==> src/rrsa_defs.svh <==
// register offsets, flag positions, reset values for the rotate/subtract alu
`ifndef RRSA_DEFS_SVH
`define RRSA_DEFS_SVH

`define RRSA_OFF_CTRL     8'h00
`define RRSA_OFF_OPERAND  8'h04
`define RRSA_OFF_WREG     8'h08
`define RRSA_OFF_FLAGS    8'h0c
`define RRSA_OFF_RESULT   8'h10

`define RRSA_CTRL_GO_BIT  3

`define RRSA_FLAG_C       0
`define RRSA_FLAG_AC      1
`define RRSA_FLAG_Z       2
`define RRSA_FLAG_OV      3
`define RRSA_FLAG_SC      4
`define RRSA_FLAG_CZ      5

`define RRSA_RST_WREG     8'h00
`define RRSA_RST_FLAGS    6'h00
`define RRSA_RST_BYTE     8'h00

`define RRSA_RESP_OKAY    2'h0
`define RRSA_RESP_SLVERR  2'h2

`endif

==> src/rrsa_pkg.sv <==
// types shared by the rotate/subtract alu and its users
package rrsa_pkg;

    // operation select; codes 6 and 7 do nothing
    typedef enum logic [2:0] {
        RRSA_ROTATE_RIGHT_MEM           = 3'h0,
        RRSA_ROTATE_RIGHT_TO_WREG       = 3'h1,
        RRSA_ROTATE_RIGHT_CARRY_MEM     = 3'h2,
        RRSA_ROTATE_RIGHT_CARRY_TO_WREG = 3'h3,
        RRSA_SUBTRACT_BORROW_TO_WREG    = 3'h4,
        RRSA_SUBTRACT_BORROW_TO_MEM     = 3'h5,
        RRSA_NOP6                       = 3'h6,
        RRSA_NOP7                       = 3'h7
    } rrsa_op_t;

    // status flags, bit order matches the flags register
    typedef struct packed {
        logic carry_with_zero_flag;
        logic signed_borrow_flag;
        logic sign_error_flag;
        logic zero_flag;
        logic half_carry_flag;
        logic carry_flag;
    } rrsa_flags_t;

    // everything one operation produces
    typedef struct packed {
        logic [7:0]  wreg;
        logic [7:0]  mem_data;
        logic        mem_we;
        rrsa_flags_t flags;
    } rrsa_result_t;

endpackage : rrsa_pkg

==> src/rrsa_alu.sv <==
// rotate-right and subtract-with-borrow datapath with an axi4-lite slave
//
// How it works
// - rotate memory byte right, bit 0 into bit 7, write back, flags kept.
// - rotated byte goes to working register, memory untouched, flags kept.
// - memory byte and carry rotate as nine-bit ring; only carry changes.
// - rotated byte with old carry in bit 7 to working register; carry=bit0.
// - working register minus memory minus inverted carry into working reg.
// - same difference written to memory; working register keeps its value.
// - carry cleared on negative difference, set on zero or positive.
// - subtracts update six flags: ov, z, half-carry, c, sc, cz only.
`timescale 1ns/100ps
`include "rrsa_defs.svh"

module rrsa_alu
(
    input  wire logic                core_clk,       // 200 mhz core clock
    input  wire logic                nrst,           // async reset, low
    input  wire logic                exec_valid,     // decoder issues op
    input  wire rrsa_pkg::rrsa_op_t  exec_op,        // operation to run
    input  wire logic [7:0]          exec_mem_data,  // addressed byte
    output logic                     mem_wr_en,      // memory write pulse
    output logic [7:0]               mem_wr_data,    // byte to write back
    output logic [7:0]               wreg_out,       // working register
    output rrsa_pkg::rrsa_flags_t    flags_out,      // status flags
    input  wire logic [7:0]          s_axi_awaddr,   // write address
    input  wire logic                s_axi_awvalid,  // write address valid
    output logic                     s_axi_awready,  // write address ready
    input  wire logic [31:0]         s_axi_wdata,    // write data
    input  wire logic [3:0]          s_axi_wstrb,    // write byte enables
    input  wire logic                s_axi_wvalid,   // write data valid
    output logic                     s_axi_wready,   // write data ready
    output logic [1:0]               s_axi_bresp,    // write response
    output logic                     s_axi_bvalid,   // write response valid
    input  wire logic                s_axi_bready,   // write response ready
    input  wire logic [7:0]          s_axi_araddr,   // read address
    input  wire logic                s_axi_arvalid,  // read address valid
    output logic                     s_axi_arready,  // read address ready
    output logic [31:0]              s_axi_rdata,    // read data
    output logic [1:0]               s_axi_rresp,    // read response
    output logic                     s_axi_rvalid,   // read data valid
    input  wire logic                s_axi_rready    // read data ready
);
    import rrsa_pkg::*;

    // one operation: rotates and subtract-with-borrow on 8-bit operands
    function automatic rrsa_result_t alu_exec(input rrsa_op_t    op,
                                              input logic [7:0]  a,
                                              input logic [7:0]  m,
                                              input rrsa_flags_t f);
        rrsa_result_t r;
        logic [8:0]   diff;
        logic [4:0]   low;
        logic [7:0]   res;
        logic         nb;
        r    = '{wreg: a, mem_data: m, mem_we: 1'b0, flags: f};
        nb   = ~f.carry_flag;
        diff = {1'b0, a} - {1'b0, m} - {8'h00, nb};
        low  = {1'b0, a[3:0]} - {1'b0, m[3:0]} - {4'h0, nb};
        res  = diff[7:0];
        case (op)
            RRSA_ROTATE_RIGHT_MEM:
            begin
                r.mem_data = {m[0], m[7:1]};
                r.mem_we   = 1'b1;
            end
            RRSA_ROTATE_RIGHT_TO_WREG:
            begin
                r.wreg = {m[0], m[7:1]};
            end
            RRSA_ROTATE_RIGHT_CARRY_MEM:
            begin
                r.mem_data     = {f.carry_flag, m[7:1]};
                r.mem_we       = 1'b1;
                r.flags.carry_flag = m[0];
            end
            RRSA_ROTATE_RIGHT_CARRY_TO_WREG:
            begin
                r.wreg         = {f.carry_flag, m[7:1]};
                r.flags.carry_flag = m[0];
            end
            RRSA_SUBTRACT_BORROW_TO_WREG,
            RRSA_SUBTRACT_BORROW_TO_MEM:
            begin
                if (op == RRSA_SUBTRACT_BORROW_TO_WREG)
                begin
                    r.wreg = res;
                end
                else
                begin
                    r.mem_data = res;
                    r.mem_we   = 1'b1;
                end
                // borrow out of bit 7 means a negative difference
                r.flags.carry_flag      = ~diff[8];
                r.flags.half_carry_flag = ~low[4];
                r.flags.zero_flag       = (res == 8'h00);
                r.flags.sign_error_flag = (a[7] ^ m[7]) & (a[7] ^ res[7]);
                r.flags.signed_borrow_flag =
                    r.flags.sign_error_flag ^ res[7];
                // chains zero across multi-byte subtracts
                r.flags.carry_with_zero_flag =
                    (res == 8'h00) & f.carry_with_zero_flag;
            end
            default:
            begin
                r.mem_we = 1'b0;
            end
        endcase
        return r;
    endfunction : alu_exec

    logic [7:0]   wreg_r;
    rrsa_flags_t  flags_r;
    logic [7:0]   operand_r;
    logic [2:0]   ctrl_op_r;
    logic         mem_wr_en_r;
    logic [7:0]   mem_wr_data_r;
    logic [7:0]   result_r;
    logic         aw_held_r;
    logic [7:0]   awaddr_r;
    logic         w_held_r;
    logic [31:0]  wdata_r;
    logic [3:0]   wstrb_r;
    logic         bvalid_r;
    logic [1:0]   bresp_r;
    logic         rvalid_r;
    logic [31:0]  rdata_r;
    logic [1:0]   rresp_r;

    // write decode: a write completes once address and data are both held
    wire          wr_do      = aw_held_r & w_held_r & ~bvalid_r;
    wire          wr_b0      = wr_do & wstrb_r[0];
    wire          wr_ctrl    = wr_b0 & (awaddr_r == `RRSA_OFF_CTRL);
    wire          wr_operand = wr_b0 & (awaddr_r == `RRSA_OFF_OPERAND);
    wire          wr_wreg    = wr_b0 & (awaddr_r == `RRSA_OFF_WREG);
    wire          wr_flags   = wr_b0 & (awaddr_r == `RRSA_OFF_FLAGS);
    wire          wr_mapped  = (awaddr_r == `RRSA_OFF_CTRL)
                             | (awaddr_r == `RRSA_OFF_OPERAND)
                             | (awaddr_r == `RRSA_OFF_WREG)
                             | (awaddr_r == `RRSA_OFF_FLAGS)
                             | (awaddr_r == `RRSA_OFF_RESULT);
    wire          sw_go      = wr_ctrl & wdata_r[`RRSA_CTRL_GO_BIT];

    // decoder port wins; a software go in the same cycle is dropped
    wire          run        = exec_valid | sw_go;
    wire rrsa_op_t run_op    = exec_valid ? exec_op
                                          : rrsa_op_t'(wdata_r[2:0]);
    wire [7:0]    run_mem    = exec_valid ? exec_mem_data : operand_r;
    wire rrsa_result_t run_res = alu_exec(run_op, wreg_r, run_mem, flags_r);

    // read decode
    wire          ar_hs      = s_axi_arvalid & ~rvalid_r;
    wire          rd_mapped  = (s_axi_araddr == `RRSA_OFF_CTRL)
                             | (s_axi_araddr == `RRSA_OFF_OPERAND)
                             | (s_axi_araddr == `RRSA_OFF_WREG)
                             | (s_axi_araddr == `RRSA_OFF_FLAGS)
                             | (s_axi_araddr == `RRSA_OFF_RESULT);
    wire [31:0]   rd_word    =
        (s_axi_araddr == `RRSA_OFF_CTRL)    ? {29'h0, ctrl_op_r} :
        (s_axi_araddr == `RRSA_OFF_OPERAND) ? {24'h0, operand_r} :
        (s_axi_araddr == `RRSA_OFF_WREG)    ? {24'h0, wreg_r} :
        (s_axi_araddr == `RRSA_OFF_FLAGS)   ? {26'h0, flags_r} :
        (s_axi_araddr == `RRSA_OFF_RESULT)  ? {24'h0, result_r} :
                                              32'h0000_0000;

    wire [7:0]    wreg_nxt   = run ? run_res.wreg
                             : wr_wreg ? wdata_r[7:0] : wreg_r;
    wire rrsa_flags_t flags_nxt = run ? run_res.flags
                             : wr_flags ? rrsa_flags_t'(wdata_r[5:0])
                             : flags_r;

    // architectural state
    always_ff @(posedge core_clk or negedge nrst)
    begin
        if (!nrst)
        begin
            wreg_r        <= `RRSA_RST_WREG;
            flags_r       <= `RRSA_RST_FLAGS;
            operand_r     <= `RRSA_RST_BYTE;
            ctrl_op_r     <= 3'h0;
            mem_wr_en_r   <= 1'b0;
            mem_wr_data_r <= `RRSA_RST_BYTE;
            result_r      <= `RRSA_RST_BYTE;
        end
        else
        begin
            wreg_r      <= wreg_nxt;
            flags_r     <= flags_nxt;
            mem_wr_en_r <= run & run_res.mem_we & exec_valid;
            if (run && run_res.mem_we)
            begin
                mem_wr_data_r <= run_res.mem_data;
                result_r      <= run_res.mem_data;
            end
            if (run)
            begin
                ctrl_op_r <= run_op;
            end
            if (wr_operand)
            begin
                operand_r <= wdata_r[7:0];
            end
        end
    end

    // write channels: address and data are taken independently
    always_ff @(posedge core_clk or negedge nrst)
    begin
        if (!nrst)
        begin
            aw_held_r <= 1'b0;
            awaddr_r  <= 8'h00;
            w_held_r  <= 1'b0;
            wdata_r   <= 32'h0000_0000;
            wstrb_r   <= 4'h0;
            bvalid_r  <= 1'b0;
            bresp_r   <= `RRSA_RESP_OKAY;
        end
        else
        begin
            if (s_axi_awvalid && s_axi_awready)
            begin
                aw_held_r <= 1'b1;
                awaddr_r  <= s_axi_awaddr;
            end
            if (s_axi_wvalid && s_axi_wready)
            begin
                w_held_r <= 1'b1;
                wdata_r  <= s_axi_wdata;
                wstrb_r  <= s_axi_wstrb;
            end
            if (wr_do)
            begin
                bvalid_r  <= 1'b1;
                bresp_r   <= wr_mapped ? `RRSA_RESP_OKAY : `RRSA_RESP_SLVERR;
                aw_held_r <= 1'b0;
                w_held_r  <= 1'b0;
            end
            else if (bvalid_r && s_axi_bready)
            begin
                bvalid_r <= 1'b0;
            end
        end
    end

    // read channel: one read in flight, data registered
    always_ff @(posedge core_clk or negedge nrst)
    begin
        if (!nrst)
        begin
            rvalid_r <= 1'b0;
            rdata_r  <= 32'h0000_0000;
            rresp_r  <= `RRSA_RESP_OKAY;
        end
        else if (ar_hs)
        begin
            rvalid_r <= 1'b1;
            rdata_r  <= rd_word;
            rresp_r  <= rd_mapped ? `RRSA_RESP_OKAY : `RRSA_RESP_SLVERR;
        end
        else if (rvalid_r && s_axi_rready)
        begin
            rvalid_r <= 1'b0;
        end
    end

    // outputs
    assign s_axi_awready = ~aw_held_r & ~bvalid_r;
    assign s_axi_wready  = ~w_held_r & ~bvalid_r;
    assign s_axi_bvalid  = bvalid_r;
    assign s_axi_bresp   = bresp_r;
    assign s_axi_arready = ~rvalid_r;
    assign s_axi_rvalid  = rvalid_r;
    assign s_axi_rdata   = rdata_r;
    assign s_axi_rresp   = rresp_r;
    assign mem_wr_en     = mem_wr_en_r;
    assign mem_wr_data   = mem_wr_data_r;
    assign wreg_out      = wreg_r;
    assign flags_out     = flags_r;

endmodule : rrsa_alu

==> config.mk <==
export PLATFORM = sky130hd
export DESIGN_NAME = rrsa_alu
export DESIGN_NICKNAME = d
export VERILOG_FILES = /design/src/rrsa_pkg.sv /design/src/rrsa_alu.sv
export VERILOG_INCLUDE_DIRS = /design/src /design/src/src
export SDC_FILE = /design/constraint.sdc
export NUM_CORES = 1
export LEC_CHECK = 0
export BUFFER_PORTS_ARGS = -buffer_cell sky130_fd_sc_hd__buf_2
export CORE_MARGIN = 5
export CORE_UTILIZATION = 45
export DETAILED_ROUTE_END_ITERATION = 8
export PLACE_DENSITY = 0.82
export RECOVER_POWER = 100
export SKIP_LAST_GASP = 1
export SYNTH_ARGS = -nofsm -noshare
export SYNTH_HDL_FRONTEND = slang
export SYNTH_SLANG_ARGS = --single-unit
==> constraint.sdc <==
create_clock -name core_clk -period 3.5 [get_ports core_clk]
set_clock_uncertainty 0.05 [all_clocks]
set_input_delay 0.7 -clock core_clk [delete_from_list [all_inputs] [get_ports core_clk]]
set_output_delay 0.7 -clock core_clk [all_outputs]
set_load 0.02 [all_outputs]
# Yosys cells after proc, flatten, opt, wreduce, memory -nomap -nowiden
# Cells that the tools add are included.
[word_totals] regBits=91 inputBits=71 output_inout_bits=64 word_cells=125
[op_classes] n_addsub=4 eq_ne=17 muxes=28 bitwise=34 n_reduce_logical=21
[op_table] operator="$mux W8" count=9
[op_table] operator="$pmux W8 S3" count=2
[op_table] operator="$eq A8 B4 Y1 const B" count=4
[op_table] operator="$logic_not A8 Y1" count=3
[op_table] operator="$eq A8 B3 Y1 const B" count=2
[op_table] operator="$eq A8 B5 Y1 const B" count=2
[op_table] operator="$and A1 B1 Y1" count=15
[op_table] operator="$mux W6" count=2
[op_table] operator="$reduce_bool A2 Y1" count=6
[op_table] operator="$mux W9" count=1
[op_table] operator="$or A1 B1 Y1" count=9
[op_table] operator="$sub A8 B8 Y9" count=1
[op_table] operator="$sub A9 B1 Y9" count=1
[op_table] operator="$mux W1" count=8
[op_table] operator="$not A1 Y1" count=7
[op_table] operator="$eq A3 B2 Y1 const B" count=2
[op_table] operator="$eq A3 B3 Y1 const B" count=2
[op_table] operator="$reduce_or A2 Y1" count=3
[op_table] operator="$logic_and A1 B1 Y1" count=5
[op_table] operator="$mux W5" count=1
[op_table] operator="$sub A4 B4 Y5" count=1
[op_table] operator="$sub A5 B1 Y5" count=1
[op_table] operator="$mux W2" count=2
[op_table] operator="$ne A4 B1 Y1 const B" count=1
[op_table] operator="other kinds (10)" count=14

# Longest topological paths before layout
# Gate-level depths: netlist of run 1.
[depth] ltp_word=8 ltp_mapped=13 ltp_nobuf=11

# Worst setup path before layout of run 1
# No wires, ideal clock.
[synth_path] kind="input -> register" start="in exec_valid" end="reg flags_r, in the netlist flags_out[5]" setup_time_ns=0.130 arrival_ns=3.442 required_ns=3.320 slack_ns=-0.123 path_stages=11 path_buffers=2 path_cell_list="buf_2 -> buf_1 -> mux2_2 -> ha_1 -> inv_1 -> ha_1 -> a2111oi_0 -> o21ai_0 -> and2_1 -> a41oi_1 -> o22ai_1"
[synth_between] elab_chain_len=7 word_cells_on_any_way=15 classes_between="add/sub: 2; eq/ne: 3; mux: 4; bitwise: 2; reduce/logical: 4"
[synth_rtl] element="from (decl)" line="rrsa_alu.sv:19" text="input wire logic exec_valid,"
[synth_rtl] element="$mux W8" line="rrsa_alu.sv:149" text="wire [7:0] run_mem = exec_valid ? exec_mem_data : operand_r;"
[synth_rtl] element="$sub A8 B8 Y9" line="rrsa_alu.sv:58" text="diff = {1'b0, a} - {1'b0, m} - {8'h00, nb};"
[synth_rtl] element="$sub A9 B1 Y9" line="rrsa_alu.sv:58"
[synth_rtl] element="$logic_not A8 Y1" line="rrsa_alu.sv:103" text="(res == 8'h00) & f.carry_with_zero_flag;"
[synth_rtl] element="$and A1 B1 Y1" line="rrsa_alu.sv:103"
[synth_rtl] element="$mux W5" line="rrsa_alu.sv:61" text="case (op)"
[synth_rtl] element="$mux W6" line="rrsa_alu.sv:169" text="wire rrsa_flags_t flags_nxt = run ? run_res.flags"
[synth_rtl] element="to (signal assigned)" line="rrsa_alu.sv:179" text="flags_r <= `RRSA_RST_FLAGS;"
[synth_rtl] element="to (signal assigned)" line="rrsa_alu.sv:189" text="flags_r <= flags_nxt;"
[synth_rtl] element="to (decl)" line="rrsa_alu.sv:114" text="rrsa_flags_t flags_r;"
# Several ways; a longest one is shown, not always the timed one. The select of a mux whose other input is x is not followed.
# A chain may end at the register's enable or synchronous reset.

# Worst setup path in the final report of run 1
# Same ends and word-level chain as after synthesis.

==> results_dict.tcl, run 1 <==
set metrics [dict create \
    async_flop_share 1.000 \
    clock_sinks 65 \
    fin_setup_tns_ns 0 \
    rsz0062_at_grt "false" \
    ctsResizeCount 0 \
    globalRoute.busiestLayer "met2" \
    p_leak_uw 0.002196 \
    synth_flop_cell "dfrtp_1" \
    reg2reg_depth 6 \
    syn_area_per_cell_um2 9.500 \
    p_switching_uw 1775 \
    wl_um 11130 \
    cap_viol_max_count 1 \
    crit_path_top_delay_cell "a2111oi_0" \
    grt_pass1_wl_um 17440 \
    final_cell_mix "dfrtp_1 (65), nand2_1 (43), clkbuf_1 (43), buf_2 (42), o21ai_0 (37)" \
    critPathBufInv 3 \
    hold_start "s_axi_rresp[1]" \
    maxSlewHeadroom -0.2947 \
    fin_crit_ns 3.262 \
    wl_per_cell_um 17.44 \
    grt_pass1_vias 3499 \
    seqCellArea_um2 1627 \
    met3_usage 0.04890 \
    gp_congestion 0.9742 \
    die_area_um2 11130 \
    grt-ovfl-total 0 \
    num_rows 34 \
    drt_iter0_drc 361 \
    rrSetupSlack_ns 0.30 \
    final.setup.worst_slack_ns 0.2383 \
    status "finished with violations" \
    hold_slack_ns 0.4323 \
    cts-root-buf "clkbuf_8" \
    dieHeight_um 105.5 \
    clk_pin_slew_worst_paths_ns 0.07 \
    portBuffers 81 \
    crit_path_max_fanout 9 \
    crit_top_cell "buf_4" \
    grtUsageTotal 0.1961 \
    drc 0 \
    seqPwrFrac 0.329 \
    crit_chain "buf_2 > buf_4 > mux2i_1 > fa_1 > nand2b_1 > a2111oi_0 > buf_4 > o21ai_0 > and2_0 > a41oi_1 > o22ai_1" \
    swShare 0.4458 \
    clk_path_buf_depth 2 \
    path_depth 11 \
    nets 612 \
    clkPwrFrac 0.184 \
    grt_start_max_net_pins 38 \
    worstSetupPathType "in -> reg" \
    syn_to_final_growth_pct 15.70 \
    cp_top_family "compound AO/OA/AOI/OAI gates" \
    violations "max-capacitance violations, max-slew violations" \
    hold_end "s_axi_rresp[1]" \
    fmax_mhz 306.6 \
    viasPerCell 5.603 \
    setup_violations 0 \
    syn_area_um2 4104 \
    final_common_cell "dfrtp_1" \
    chipWidth_um 105.5 \
    start_util 0.4660 \
    synth_edf_count 0 \
    hold_violations 0 \
    finish.utilization 0.5392 \
    syn_inst 432 \
    r2r-end "wreg_out[1]" \
    cp_data_arrival_time_ns 3.40 \
    ant_nets 0 \
    peakVddDrop_v 0.0004394 \
    drive_above_1_share 0.2019 \
    ys_ff_latch 65 \
    cts_buffers 9 \
    worst_slew_pin_slew_ns 1.942 \
    via_count 3575 \
    start_kind "primary input" \
    comb_power_share 0.488 \
    required_ns 3.64 \
    yosysUniqueCellTypes 57 \
    slew_viol_final 38 \
    h-tree-depth 3 \
    io_pins 135 \
    reg2reg_from "awaddr_r[0]" \
    cts_tree "built" \
    cpPeakStageDelay_ns 0.51 \
    clock_latency_ns 0.34 \
    ctsHoldBuffers 0 \
    fin_cells 638 \
    dpl.cell_count 622 \
    coreArea_um2 8806 \
    dr.pass1.iters 6 \
    grt_util_met1 0.2489 \
    power.density_nw_per_um2 838.5 \
    ys_seq_area_frac 0.3963 \
    hold-path-cell-count 2 \
    diodes 0 \
    hp-class "reg -> reg" \
    use_met2 0.3188 \
    multi_input_area_um2 2172 \
    period_share 0.9319 \
    place_ws_ns -0.01480 \
    antenna_found_initial 0 \
    postCtsSetupBuffers 0 \
    hpwl_um 8830 \
    end_kind "register" \
    fill_cells 815 \
    yosysWarnings 0 \
    power.internal_uw 2207 \
]
[synthesized netlist by cell type (2+ instances only)]
cell | number | area (um2)
o21ai_0 | 36 | 180.2
nor2_1 | 29 | 108.9
nand3_1 | 3 | 15.01
nand3b_1 | 2 | 15.01
o22a_1 | 3 | 26.28
buf_2 | 3 | 15.01
a21o_1 | 2 | 15.01
nand2b_1 | 4 | 25.02
a32oi_1 | 2 | 17.52
buf_4 | 26 | 195.2
a211o_1 | 2 | 17.52
a221oi_1 | 2 | 17.52
o31ai_1 | 3 | 22.52
o22ai_1 | 3 | 18.77
mux2_1 | 5 | 56.30
ha_1 | 14 | 175.2
a31oi_1 | 5 | 31.28
xnor2_1 | 3 | 26.28
o41ai_1 | 2 | 17.52
or3_1 | 4 | 25.02
fa_1 | 2 | 40.04
nand2_1 | 43 | 161.4
nor2b_1 | 5 | 31.28
mux2_2 | 31 | 349.1
and2_1 | 4 | 25.02
inv_1 | 31 | 116.4
dfrtp_1 | 65 | 1627
nor3_1 | 5 | 25.02
a22oi_1 | 8 | 60.06
mux2i_1 | 14 | 140.1
o21a_1 | 5 | 37.54
a21oi_1 | 20 | 100.1
o32ai_1 | 3 | 26.28
xor2_1 | 6 | 52.55
clkbuf_1 | 12 | 45.04
a211oi_1 | 4 | 30.03
[per-layer routing]
metal	vias to the layer above	part of all wire
met5	-	0
li1	1666	-
met2	207	0.45
met3	39	0.095
met1	1663	0.42
met4	0	0.037
[cell type report]
type / instances / share of cell area
multi-input combinational: 319 / 0.4574
sequential: 65 / 0.3426
timing repair buffer: 99 / 0.09987
tap: 108 / 0.02846
clock buffer: 9 / 0.02609
inverter: 31 / 0.02451
clock inverter: 7 / 0.02108
[sequential cells by signal (all words and copies together), names as in the netlist, 3 cells and up]
name         cells
wreg_out         8
result_r         8
awaddr_r         8
wdata_r          8
s_axi_rdata      8
flags_out        6
operand_r        8
ctrl_op_r        3
[power by group through the flow]
stage / clock network, uW / registers (uW) / logic (uW)
after global routing: 770 / 1350 / 2130
after floorplan: 0 / 1380 / 1220
after global placement: 0 / 1310 / 1920
after CTS: 743 / 1310 / 1980
final: 731 / 1310 / 1940
after detailed placement: 0 / 1320 / 1970
[through the flow]
| step | total power [uW] | instance area [um2] |
|---|---|---|
| 5_1_grt | 4247 | 4748 |
| 3_5_place_dp | 3292 | 4614 |
| 6_report | 3982 | 4748 |
| 3_3_place_gp | 3226 | 4614 |
| 2_1_floorplan | 2608 | 4199 |
| 4_1_cts | 4032 | 4838 |
[worst max path at each step]
stage	startpoint	end	slack, ns
6_report	exec_valid	flags_out[5]	0.24
5_1_grt	exec_valid	flags_out[5]	0.06
4_1_cts	exec_valid	flags_out[5]	0.33
3_5_place_dp	exec_valid	flags_out[5]	-0.01
3_3_place_gp	exec_valid	flags_out[5]	0.08
2_1_floorplan	exec_valid	flags_out[5]	0.04
[worst reg2reg max path, cell delays in order (launching register included)]
cell and delay (ns):
dfrtp_1 0.38, or4_1 0.59, nor4_4 0.42, a31oi_2 0.21, buf_2 0.31, o21ai_1 0.73, mux2_1 0.39
[cells by family after synthesis]
family          Yosys count  share of synthesized area
compound gates          111                     0.1781
simple gates            105                     0.1198
buf+inv                  73                    0.09146
flops                    65                     0.3963
mux                      52                     0.1418
fa+ha+maj                16                    0.05244
xor+xnor                  9                    0.01921
other cells               1                  0.0009138
No activity file was read; power rests on OpenSTA's default activity.
==> run 2: changes to the inputs <==
Settings changed: MAX_ROUTING_LAYER set to met4.
==> run 2 against run 1 <==
Effect of this change:
- the run still ends with max-capacitance violations, max-slew violations left
- routed wire length increased by 4.5%
- global-route usage increased by 1.5 points
- final cell count increased by 0.47%
- first-iteration DRC count decreased by 26%
- sequential power about the same
- final area increased by 0.84%
- sequential share of layout area decreased by 0.29 points
- critical path type unchanged
- via count increased by 0.53%
- fmax increased by 1.6%
- total power increased by 0.39%
- register-to-register slack improved by 0.14 ns
- clock-buffer cell count unchanged
==> results_dict.tcl, run 2 (same netlist as run 1, synthesis figures left out) <==
set metrics [dict create \
    h-tree-depth 3 \
    io_pins 135 \
    rrSetupSlack_ns 0.44 \
    grt_pass1_wl_um 18020 \
    worstSetupPathType "in -> reg" \
    dieHeight_um 105.5 \
    via_count 3594 \
    crit_path_max_fanout 13 \
    ctsHoldBuffers 0 \
    fill_cells 831 \
    violations "max-capacitance violations, max-slew violations" \
    dr.pass1.iters 5 \
    fmax_mhz 311.4 \
    diodes 0 \
    grt_pass1_vias 3567 \
    clock_sinks 65 \
    crit_top_cell "ha_1" \
    finish.utilization 0.5438 \
    num_rows 34 \
    required_ns 3.65 \
    ant_nets 0 \
    rsz0062_at_grt "false" \
    start_kind "primary input" \
    cp_data_arrival_time_ns 3.37 \
    path_depth 12 \
    syn_to_final_growth_pct 16.68 \
    wl_per_cell_um 18.15 \
    grt-ovfl-total 0 \
    worst_slew_pin_slew_ns 2.661 \
    hold_end "s_axi_rdata[5]" \
    p_leak_uw 0.002209 \
    maxSlewHeadroom -0.7743 \
    final_cell_mix "dfrtp_1 (65), clkbuf_1 (46), nand2_1 (43), buf_2 (41), o21ai_0 (37)" \
    clkPwrFrac 0.185 \
    wl_um 11630 \
    cts_buffers 9 \
    ctsResizeCount 0 \
    clock_latency_ns 0.35 \
    setup_violations 0 \
    hpwl_um 9061 \
    peakVddDrop_v 0.0004071 \
    power.density_nw_per_um2 834.7 \
    critPathBufInv 4 \
    placed_area_um2 4649 \
    hold_violations 0 \
    gp_congestion 0.9854 \
    cp_top_family "compound AO/OA/AOI/OAI gates" \
    fin_crit_ns 3.211 \
    comb_power_share 0.488 \
    end_kind "register" \
    grtUsageTotal 0.2111 \
    swShare 0.4515 \
    viasPerCell 5.607 \
    cpPeakStageDelay_ns 0.44 \
    hold-path-cell-count 2 \
    nets 615 \
    r2r-end "flags_out[5]" \
    clk_path_buf_depth 2 \
    antenna_found_initial 0 \
    coreArea_um2 8806 \
    postCtsSetupBuffers 0 \
    period_share 0.9175 \
    start_util 0.4660 \
    grt_start_max_net_pins 50 \
    portBuffers 81 \
    clk_pin_slew_worst_paths_ns 0.08 \
    final_common_cell "dfrtp_1" \
    die_area_um2 11130 \
    hp-class "reg -> reg" \
    hold_start "s_axi_rdata[5]" \
    cts-root-buf "clkbuf_8" \
    power.internal_uw 2192 \
    slew_viol_final 50 \
    crit_chain "buf_2 > buf_12 > mux2_1 > ha_1 > inv_1 > ha_1 > a2111oi_0 > buf_4 > o21ai_0 > and2_0 > a41oi_1 > o22ai_1" \
    drt_iter0_drc 266 \
    cap_viol_max_count 1 \
    p_switching_uw 1805 \
    stdcell_area_um2 4788 \
    chipWidth_um 105.5 \
    fin_setup_tns_ns 0 \
    drc 0 \
    reg2reg_depth 11 \
    status "finished with violations" \
    drive_above_1_share 0.1989 \
    reg2reg_from "operand_r[0]" \
    cts_tree "built" \
    seqPwrFrac 0.328 \
    crit_path_top_delay_cell "a2111oi_0" \
]
## run 2: changes by cell type in the layout (fill, tap and decap cells not counted)
| cell | previous run | this run |
|---|---|---|
| o21ai_4 | 0 | 1 |
| o21ai_1 | 1 | 0 |
| buf_4 | 13 | 14 |
| mux2_1 | 6 | 8 |
| buf_2 | 42 | 41 |
| clkbuf_1 | 43 | 46 |
| buf_12 | 0 | 1 |
| mux2_2 | 30 | 28 |
| clkbuf_2 | 1 | 0 |
## run 2: worst min-delay path, stage by stage (launching register included)
cell     delay, ns
dfrtp_1       0.34
nand2_1       0.05
o31ai_1       0.05
## run 2: power groups by stage
stage                     Combinational, uW  Sequential, uW  Clock [uW]
final                                  1950            1310         739
after global placement                 1930            1310           0
after CTS                              2010            1310         750
after detailed placement               1990            1320           0
after floorplan                        1220            1380           0
after global routing                   2130            1350         792
## run 2: final cells by class
type	instances	area (um2)	share of cell area
clock inverter	7	100.1	0.02090
clock buffer	9	123.9	0.02587
sequential	65	1627	0.3397
inverter	31	116.4	0.02430
timing repair buffer	102	503.0	0.1050
multi-input combinational	319	2183	0.4560
tap	108	135.1	0.02822
## run 2: per-stage QoR
stage               setup slack, ns  hold WS (ns)  cells  power, uW
detailed placement          0.03294        0.4113    625       3315
finish                       0.2886        0.4316    641       3997
global route                 0.1576        0.4640    641       4273
global placement            0.05178        0.4062    625       3238
CTS                          0.3443        0.4305    641       4065
floorplan                   0.03863        0.3544    457       2608
## run 2: worst max path at each step
stage,startpoint,endpoint,slack (ns)
floorplan,exec_valid,flags_out[5],0.04
global placement,exec_valid,flags_out[5],0.05
detailed placement,exec_valid,flags_out[5],0.03
CTS,exec_valid,flags_out[0],0.34
global route,exec_valid,flags_out[5],0.16
finish,exec_valid,flags_out[5],0.29
## run 2: per-layer routing
layer	wire (um)	vias up	global-route usage
li1	-	1667	-
met1	4923	1732	0.2635
met2	5356	162	0.3270
met3	909	33	0.05257
met4	442	0	0.09066
met5	0	-	-
